`config.mk`:
```
export PLATFORM = sky130hd
export DESIGN_NAME = lcm_muting
export DESIGN_NICKNAME = d
export VERILOG_FILES = /design/src/logic/lcm_pkg.sv /design/src/logic/lcm_muting.sv
export SDC_FILE = /design/constraint.sdc
export NUM_CORES = 1
export LEC_CHECK = 0
export BUFFER_PORTS_ARGS = -buffer_cell sky130_fd_sc_hd__buf_2
export CORE_MARGIN = 5
export CORE_UTILIZATION = 45
export DETAILED_ROUTE_END_ITERATION = 10
export PLACE_DENSITY = 0.6
export REMOVE_ABC_BUFFERS = 1
export SYNTH_ARGS = -nofsm -noshare
export SYNTH_HDL_FRONTEND = slang
export SYNTH_SLANG_ARGS = --single-unit
```
`constraint.sdc`:
```
create_clock -name clk -period 3.9 [get_ports clk]
set_input_delay 0.39 -clock clk [delete_from_list [all_inputs] [get_ports clk]]
set_output_delay 0.39 -clock clk [all_outputs]
set_load 0.01 [all_outputs]
```
`src/logic/lcm_pkg.sv`:
```
/*
 Constants, modes and carrier structs for the light curtain muting block.
 Assumes a single 100 MHz clock and a scan strobe made inside the block.
*/
// Behaviour
// - With no muting input active and the curtain clear, the output permit stays on.
// - Forward mode: entry first then entry second active, in order, enables muting and sets the muting flag.
// - While muting is on, the permit stays on even with the curtain obstructed.
// - Forward mode: exit first going inactive ends muting and clears the muting flag.
// - Bidirectional mode: exit second then exit first active, in order, also enables muting.
// - Bidirectional mode: muting ends when exit first clears on entrance travel or entry second clears on exit travel.
// - The delay between the two inputs of a pair is bounded by a settable sync time, 3 s by default.
// - Position mode: entry first alone active enables muting at once.
// - Position mode: entry first going inactive ends muting.
// - Override active starts override, sets the override flag and forces muting and the permit on; the code needs its rising edge with entry second active.
// - Forced muting ends, clearing both flags, once entry second no longer sees the workpiece.
// - Entry second before entry first, or both together, raises a sequence error.
// - A sync error clears itself when a valid sequence next enables muting.
// - Curtain obstructed while a sync or sequence error stands drops the permit and raises the fault; the code does neither while muting is on.
package lcm_pkg;
   timeunit 1ns;
   timeprecision 1ps;
   // ==========================================
   // Timing
   localparam int unsigned CLK_HZ         = 100_000_000;
   localparam int unsigned SCAN_TIME_US   = 1000;
   localparam int unsigned SCAN_CYCLES    = SCAN_TIME_US * (CLK_HZ / 1_000_000);
   localparam int unsigned SYNC_TIME_MS   = 3000;
   localparam int unsigned SYNC_SCANS     = (SYNC_TIME_MS * 1000) / SCAN_TIME_US;
   localparam int unsigned SCAN_CNT_W     = 20;
   localparam int unsigned SYNC_CNT_W     = 16;
   localparam logic [SYNC_CNT_W-1:0] SYNC_RESET = 16'h0000;
   localparam logic [SCAN_CNT_W-1:0] SCAN_RESET = 20'h00000;

   // ==========================================
   // Modes
   typedef enum logic [1:0] {
      LCM_MODE_FORWARD,
      LCM_MODE_BIDIR,
      LCM_MODE_POSITION
   } lcm_mode_t;

   // ==========================================
   // Carriers
   typedef struct packed {
      logic entry_sensor_first;
      logic entry_sensor_second;
      logic exit_sensor_first;
      logic exit_sensor_second;
   } lcm_sensors_t;

   typedef struct packed {
      logic output_permit;
      logic muting_status;
      logic override_status;
      logic sync_error;
      logic sequence_error;
      logic fault_present;
   } lcm_status_t;
endpackage

```
`src/logic/lcm_muting.sv`:
```
/*
 Light curtain muting logic: forward, bidirectional and position muting with override.
 Assumes inputs arrive asynchronously from pins and are resynchronised here.
*/
module lcm_muting #(
   parameter int unsigned SCAN_CYCLES_P = lcm_pkg::SCAN_CYCLES,
   parameter int unsigned SYNC_SCANS_P  = lcm_pkg::SYNC_SCANS
) (
   // Clock and reset
   input  wire logic                 clk,
   input  wire logic                 rstn,
   // Configuration
   input  wire lcm_pkg::lcm_mode_t   mode,
   // Field inputs, active high
   input  wire lcm_pkg::lcm_sensors_t sensors,
   input  wire logic                 light_curtain_input,
   input  wire logic                 override_input,
   // Status
   output lcm_pkg::lcm_status_t      status
);
   timeunit 1ns;
   timeprecision 1ps;
   import lcm_pkg::*;

   typedef enum logic [2:0] {
      LCM_IDLE, LCM_ENT_WAIT, LCM_EXT_WAIT, LCM_MUTE_ENT, LCM_MUTE_EXT, LCM_OVERRIDE, LCM_LOCKED
   } lcm_state_t;

   // ==========================================
   // Input synchronisers
   logic [5:0] meta_q;
   logic [5:0] sync_q;
   always_ff @(posedge clk) begin
      if (!rstn) begin
         meta_q <= 6'h00;
         sync_q <= 6'h00;
      end else begin
         meta_q <= {sensors, light_curtain_input, override_input};
         sync_q <= meta_q;
      end
   end

   // ==========================================
   // Scan strobe
   logic [SCAN_CNT_W-1:0] scan_cnt_q;
   logic                  scan_tick;
   assign scan_tick = (scan_cnt_q == SCAN_CNT_W'(SCAN_CYCLES_P - 1));
   always_ff @(posedge clk) begin
      if (!rstn) begin
         scan_cnt_q <= SCAN_RESET;
      end else if (scan_tick) begin
         scan_cnt_q <= SCAN_RESET;
      end else begin
         scan_cnt_q <= scan_cnt_q + 1'b1;
      end
   end

   // ==========================================
   // Per-scan input image
   lcm_sensors_t img_q;
   lcm_sensors_t prv_q;
   logic         curtain_q;
   logic         ovr_q;
   logic         ovr_prv_q;
   always_ff @(posedge clk) begin
      if (!rstn) begin
         img_q     <= '0;
         prv_q     <= '0;
         curtain_q <= 1'b0;
         ovr_q     <= 1'b0;
         ovr_prv_q <= 1'b0;
      end else if (scan_tick) begin
         img_q     <= sync_q[5:2];
         prv_q     <= img_q;
         curtain_q <= sync_q[1];
         ovr_q     <= sync_q[0];
         ovr_prv_q <= ovr_q;
      end
   end

   // Evaluation runs one clock after the image is taken
   logic eval_q;
   always_ff @(posedge clk) begin
      if (!rstn) begin
         eval_q <= 1'b0;
      end else begin
         eval_q <= scan_tick;
      end
   end

   function automatic logic rise(input logic now, input logic prv);
      return now & ~prv;
   endfunction

   logic e1_r, e2_r, x2_r, ovr_r;
   logic any_on;
   assign e1_r   = rise(img_q.entry_sensor_first, prv_q.entry_sensor_first);
   assign e2_r   = rise(img_q.entry_sensor_second, prv_q.entry_sensor_second);
   assign x2_r   = rise(img_q.exit_sensor_second, prv_q.exit_sensor_second);
   assign ovr_r  = rise(ovr_q, ovr_prv_q);
   assign any_on = |img_q;

   // ==========================================
   // Sequencer
   lcm_state_t            state_q;
   logic [SYNC_CNT_W-1:0] sync_cnt_q;
   logic                  sync_err_q;
   logic                  seq_err_q;
   logic                  bidir;
   logic                  sync_over;
   assign bidir     = (mode == LCM_MODE_BIDIR);
   assign sync_over = (sync_cnt_q >= SYNC_CNT_W'(SYNC_SCANS_P));

   always_ff @(posedge clk) begin
      if (!rstn) begin
         sync_cnt_q <= SYNC_RESET;
      end else if (eval_q) begin
         if (state_q == LCM_ENT_WAIT || state_q == LCM_EXT_WAIT) begin
            if (!sync_over) begin
               sync_cnt_q <= sync_cnt_q + 1'b1;
            end
         end else begin
            sync_cnt_q <= SYNC_RESET;
         end
      end
   end

   always_ff @(posedge clk) begin
      if (!rstn) begin
         state_q    <= LCM_IDLE;
         sync_err_q <= 1'b0;
         seq_err_q  <= 1'b0;
      end else if (eval_q) begin
         if (ovr_r && img_q.entry_sensor_second && state_q != LCM_LOCKED) begin
            state_q <= LCM_OVERRIDE;
         end else begin
            case (state_q)
               LCM_IDLE: begin
                  if (mode == LCM_MODE_POSITION) begin
                     if (img_q.entry_sensor_first) begin
                        state_q <= LCM_MUTE_ENT;
                     end
                  end else if (e1_r && e2_r) begin
                     seq_err_q <= 1'b1;
                     state_q   <= LCM_LOCKED;
                  end else if (e2_r && !img_q.entry_sensor_first) begin
                     seq_err_q <= 1'b1;
                     state_q   <= LCM_LOCKED;
                  end else if (e1_r) begin
                     state_q <= LCM_ENT_WAIT;
                  end else if (bidir && x2_r && !img_q.exit_sensor_first) begin
                     state_q <= LCM_EXT_WAIT;
                  end
               end
               LCM_ENT_WAIT: begin
                  if (!img_q.entry_sensor_first) begin
                     state_q <= LCM_IDLE;
                  end else if (img_q.entry_sensor_second) begin
                     if (sync_over) begin
                        sync_err_q <= 1'b1;
                        state_q    <= LCM_IDLE;
                     end else begin
                        sync_err_q <= 1'b0;
                        state_q    <= LCM_MUTE_ENT;
                     end
                  end
               end
               LCM_EXT_WAIT: begin
                  if (!img_q.exit_sensor_second) begin
                     state_q <= LCM_IDLE;
                  end else if (img_q.exit_sensor_first) begin
                     if (sync_over) begin
                        sync_err_q <= 1'b1;
                        state_q    <= LCM_IDLE;
                     end else begin
                        sync_err_q <= 1'b0;
                        state_q    <= LCM_MUTE_EXT;
                     end
                  end
               end
               LCM_MUTE_ENT: begin
                  if (mode == LCM_MODE_POSITION) begin
                     if (!img_q.entry_sensor_first) begin
                        state_q <= LCM_IDLE;
                     end
                  end else if (prv_q.exit_sensor_first && !img_q.exit_sensor_first) begin
                     state_q <= LCM_IDLE;
                  end
               end
               LCM_MUTE_EXT: begin
                  if (prv_q.entry_sensor_second && !img_q.entry_sensor_second) begin
                     state_q <= LCM_IDLE;
                  end
               end
               LCM_OVERRIDE: begin
                  if (!img_q.entry_sensor_second || !ovr_q) begin
                     state_q <= any_on ? LCM_LOCKED : LCM_IDLE;
                  end
               end
               LCM_LOCKED: begin
                  if (!any_on && !seq_err_q) begin
                     state_q <= LCM_IDLE;
                  end
               end
               default: state_q <= LCM_IDLE;
            endcase
         end
      end
   end

   // ==========================================
   // Outputs, updated at scan end
   logic muting;
   assign muting = (state_q == LCM_MUTE_ENT) || (state_q == LCM_MUTE_EXT) || (state_q == LCM_OVERRIDE);

   always_ff @(posedge clk) begin
      if (!rstn) begin
         status <= '0;
      end else if (eval_q) begin
         status.muting_status   <= muting;
         status.override_status <= (state_q == LCM_OVERRIDE);
         status.sync_error      <= sync_err_q;
         status.sequence_error  <= seq_err_q;
         status.fault_present   <= (sync_err_q || seq_err_q) && !curtain_q && !muting;
         status.output_permit   <= muting || (curtain_q && !(status.fault_present));
      end
   end
endmodule

```
==> flow_summary_export.csv <==
group,metric,value,unit
status,run_status,"finished, final reports clean",
setup_path,logic_depth_of_the_worst_register_to_register_path,7,
floorplan,core,0.006756,mm2
clock_tree,cts.sink_count,71,
global_routing,grt_max_degree,42,
timing,slew_at_the_pin_closest_to_its_max_slew_limit,0.6992,ns
place,gp_congestion,0.8582,
routing,drt-wirelength-per-cell,12.79,um
floorplan,initial_core_util,45.85,%
synthesis,yosysTopAreaCellShare,45.88,%
final_layout,antenna-diode-count,0,
synthesis,postSynth.asyncResetShare,0,%
clock_tree,worstSkewPairLatency,0.35,ns
synthesis,ys_ff_latch,71,
routing,detailroute.via_count,2351,
min_path,hp-class,"in2reg",
setup_path,critical_path.startpoint_type,"flop",
timing,final-setup-viol-count,0,
global_routing,grt-ovfl-total,0,
setup_path,worstSetupStartpoint,"scan_cnt_q[0]",
timing,timing_hold_violations_final,0,
power_and_ir_drop,ir_worst_vdd,210.8,uV
setup_path,critical-path-top-cell-by-count,"sky130_fd_sc_hd__nor2_1",
routing,drt_iter0_markers,76,
setup_path,timing.critical_path.slowest_stage_cell,"sky130_fd_sc_hd__nand2b_1",
synthesis,synth.area.top_cells,"sky130_fd_sc_hd__dfxtp_1, sky130_fd_sc_hd__nor2_1, sky130_fd_sc_hd__mux2i_1, sky130_fd_sc_hd__nand2_1, sky130_fd_sc_hd__xor2_1",
power_and_ir_drop,static-leakage-power,1.187,nW
final_layout,final_core_utilization,50.61,%
routing,drcViolationCount,0,
timing,timing.clock.skew,0.01186,ns
clock_tree,post-cts-setup-buffers,0,
setup_path,crit_type,"reg2reg",
timing,setup_total_negative_slack,0,ns
timing,setup_repair_after_global_routing_missed_its_margin,"no",
synthesis,synth_top_cells_by_count,"sky130_fd_sc_hd__dfxtp_1, sky130_fd_sc_hd__nor2_1, sky130_fd_sc_hd__nand2_1",
clock_tree,post_cts_hold_buffer_count,0,
global_routing,grt_first_pass_wirelength,9742,um
timing,slew-limit-headroom,53.39,%
timing,post-route-min-period,2.145,ns
synthesis,post_syn_area_per_cell,8.877,um2
routing,drt_pass_1_iters,5,
floorplan,dieArea,0.008643,mm2
setup_path,crit_path_max_fanout,20,
routing,wl,5717,um
routing,detail_route.vias_per_cell,5.260,
setup_path,regToRegEndpoint,"scan_cnt_q[15]",
setup_path,critical_path.max_stage_delay,0.59,ns
synthesis,synth.most_common_cell,"sky130_fd_sc_hd__dfxtp_1",
global_routing,antenna_found_initial,0,
synthesis,ys.warnings.count,0,
global_routing,grt_use_total,13.95,%
power_and_ir_drop,power_density,399.6,mW/mm2
timing,hold_slack,0.2407,ns
global_routing,grt_pass1_vias,2157,
synthesis,postSynthCellCount,349,
setup_path,worst_ep_arrival_time,2.34,ns
setup_path,regToRegStartpoint,"scan_cnt_q[0]",
clock_tree,post_cts_resized,0,
final_layout,final_layout_size_suffix_gt1_share,9.809,%
place,place.port_buffers,15,
clock_tree,cts.reportedPaths.clkPinSlew,0.08,ns
final_layout,syn2layout_area_growth,10.38,%
setup_path,timing.reg2reg.setup_slack,1.76,ns
timing,fmax,466.2,MHz
final_layout,finalNetCount,375,
synthesis,synth_cell_types,46,
place,post-dp-hpwl,3879,um
clock_tree,tritoncts,"yes",
synthesis,dominantRegCellSynth,"sky130_fd_sc_hd__dfxtp_1",
routing,drt.antenna.violating_nets,0,
clock_tree,cts_buffer_depth,2,
timing,timing.final.max_slew_violations,0,
timing,fin_crit_sh,55.00,%
setup_path,cp.required,4.10,ns
clock_tree,clock_tree.root_cell,"sky130_fd_sc_hd__clkbuf_8",
synthesis,netlist.top_cell.by_area,"sky130_fd_sc_hd__dfxtp_1",
run,timing.max_cap.violations,0,
synthesis,post_synth_instance_area,0.003098,mm2
clock_tree,numCtsBuffers,9,
synthesis,synth-seq-area-share,45.88,%
floorplan,io_pins,16,
setup_path,ordered_cell_list_for_the_critical_path,"ha_1 > and4_1 > nand2_1 > nor2_1 > buf_4 > nand2b_1 > nor2_1",
floorplan,die_height,92.97,um
clock_tree,htree_num_levels,3,
synthesis,synth_enable_flop_cells,0,
setup_path,crit_end,"scan_cnt_q[15]",
floorplan,fp-row-count,30,
setup_path,setup.worst_path.end_class,"flop",
floorplan,chipWidth,92.97,um
## critical path, delay by kind of cell, from the launching register on
kind          cells  cell delay, ns
buf+inv           1            0.23
fa+ha+maj         1            0.22
flops             1            0.37
simple gates      5            1.16
## kinds of logic after synthesis
kind of cell,count (synthesis),synth area share [%]
DFF,71,45.88
AOI/OAI and AO/OA,52,11.59
xor gates and xnor gates,22,6.220
and+or+nand+nor,164,27.59
buffers and inverters,24,3.312
adders and majority gates,3,1.212
muxes,13,4.200
## area by class of cell
cell class	count	area (um2)
Inverter	10	37.54
Sequential cell	71	1421
Timing Repair Buffer	16	82.58
Tap cell	80	100.1
Fill cell	656	3337
Clock inverter	7	80.08
Multi-Input combinational cell	254	1574
Clock buffer	9	123.9
## layer usage
| metal | GRT usage (%) | wire (um) | part of all wire (%) |
|---|---|---|---|
| met1 | 17.74 | 2818 | 49 |
| met2 | 22.32 | 2601 | 45 |
| met3 | 4.425 | 222 | 3.9 |
| met4 | 4.762 | 74 | 1.3 |
| met5 | 0 | 0 | 0 |
## worst min-delay path by stage
stage	to	depth (start not counted)	start
floorplan	sync_q[0]	1	meta_q[0]
global placement	sync_q[2]	1	meta_q[2]
detailed placement	sync_q[3]	1	meta_q[3]
CTS	meta_q[2]	2	sensors[0]
global route	meta_q[2]	2	sensors[0]
finish	meta_q[2]	2	sensors[0]
## sequential cells by signal (all words and copies together), names as in the netlist
name	flops
scan_cnt_q	20
status	6
eval_q	1
sync_err_q	1
img_q	4
ovr_prv_q	1
sync_cnt_q	16
seq_err_q	1
prv_q	4
curtain_q	1
sync_q	6
meta_q	6
ovr_q	1
state_q	3
## cell usage in the layout, fill, tap and decap left out, types with 2 or more instances in the layout
cell type                    count
sky130_fd_sc_hd__nor2b_1        17
sky130_fd_sc_hd__inv_6           2
sky130_fd_sc_hd__clkinv_4        2
sky130_fd_sc_hd__nor3_1          9
sky130_fd_sc_hd__o211a_1         3
sky130_fd_sc_hd__nand3_1        14
sky130_fd_sc_hd__and4_1          3
sky130_fd_sc_hd__xor2_1         13
sky130_fd_sc_hd__and2_1         16
sky130_fd_sc_hd__nor4_1          6
sky130_fd_sc_hd__nand2_1        32
sky130_fd_sc_hd__nand2b_1        8
sky130_fd_sc_hd__and3_1          3
sky130_fd_sc_hd__o32ai_1         2
sky130_fd_sc_hd__dfxtp_1        71
sky130_fd_sc_hd__o21a_1          2
sky130_fd_sc_hd__buf_2          15
sky130_fd_sc_hd__or3_1           7
sky130_fd_sc_hd__ha_1            3
sky130_fd_sc_hd__o221a_1         2
sky130_fd_sc_hd__o21ai_0        13
sky130_fd_sc_hd__nand4_1         5
sky130_fd_sc_hd__o2111ai_1       2
sky130_fd_sc_hd__clkbuf_8        9
sky130_fd_sc_hd__nor2_1         38
sky130_fd_sc_hd__xnor2_1         9
sky130_fd_sc_hd__a21boi_1        2
sky130_fd_sc_hd__mux2i_1        13
sky130_fd_sc_hd__a31oi_1         4
sky130_fd_sc_hd__inv_1          10
sky130_fd_sc_hd__clkinvlp_4      2
sky130_fd_sc_hd__a21oi_1        12
## through the flow
stage                     area, um2  instances  power [mW]  setup slack, ns
after global placement         3216        431      0.7817            1.819
after global routing           3420        447       1.422            1.529
final                          3420        447       1.366            1.755
after floorplan                3033        335      0.7685            1.562
after detailed placement       3216        431      0.7825            1.734
after CTS                      3420        447       1.387            1.720
## power by group
part / switching [mW] / internal [mW]
sequential: 0.00378 / 0.733
clock: 0.300 / 0.302
combinational: 0.0164 / 0.0120
(Power assumes the default switching activity.)
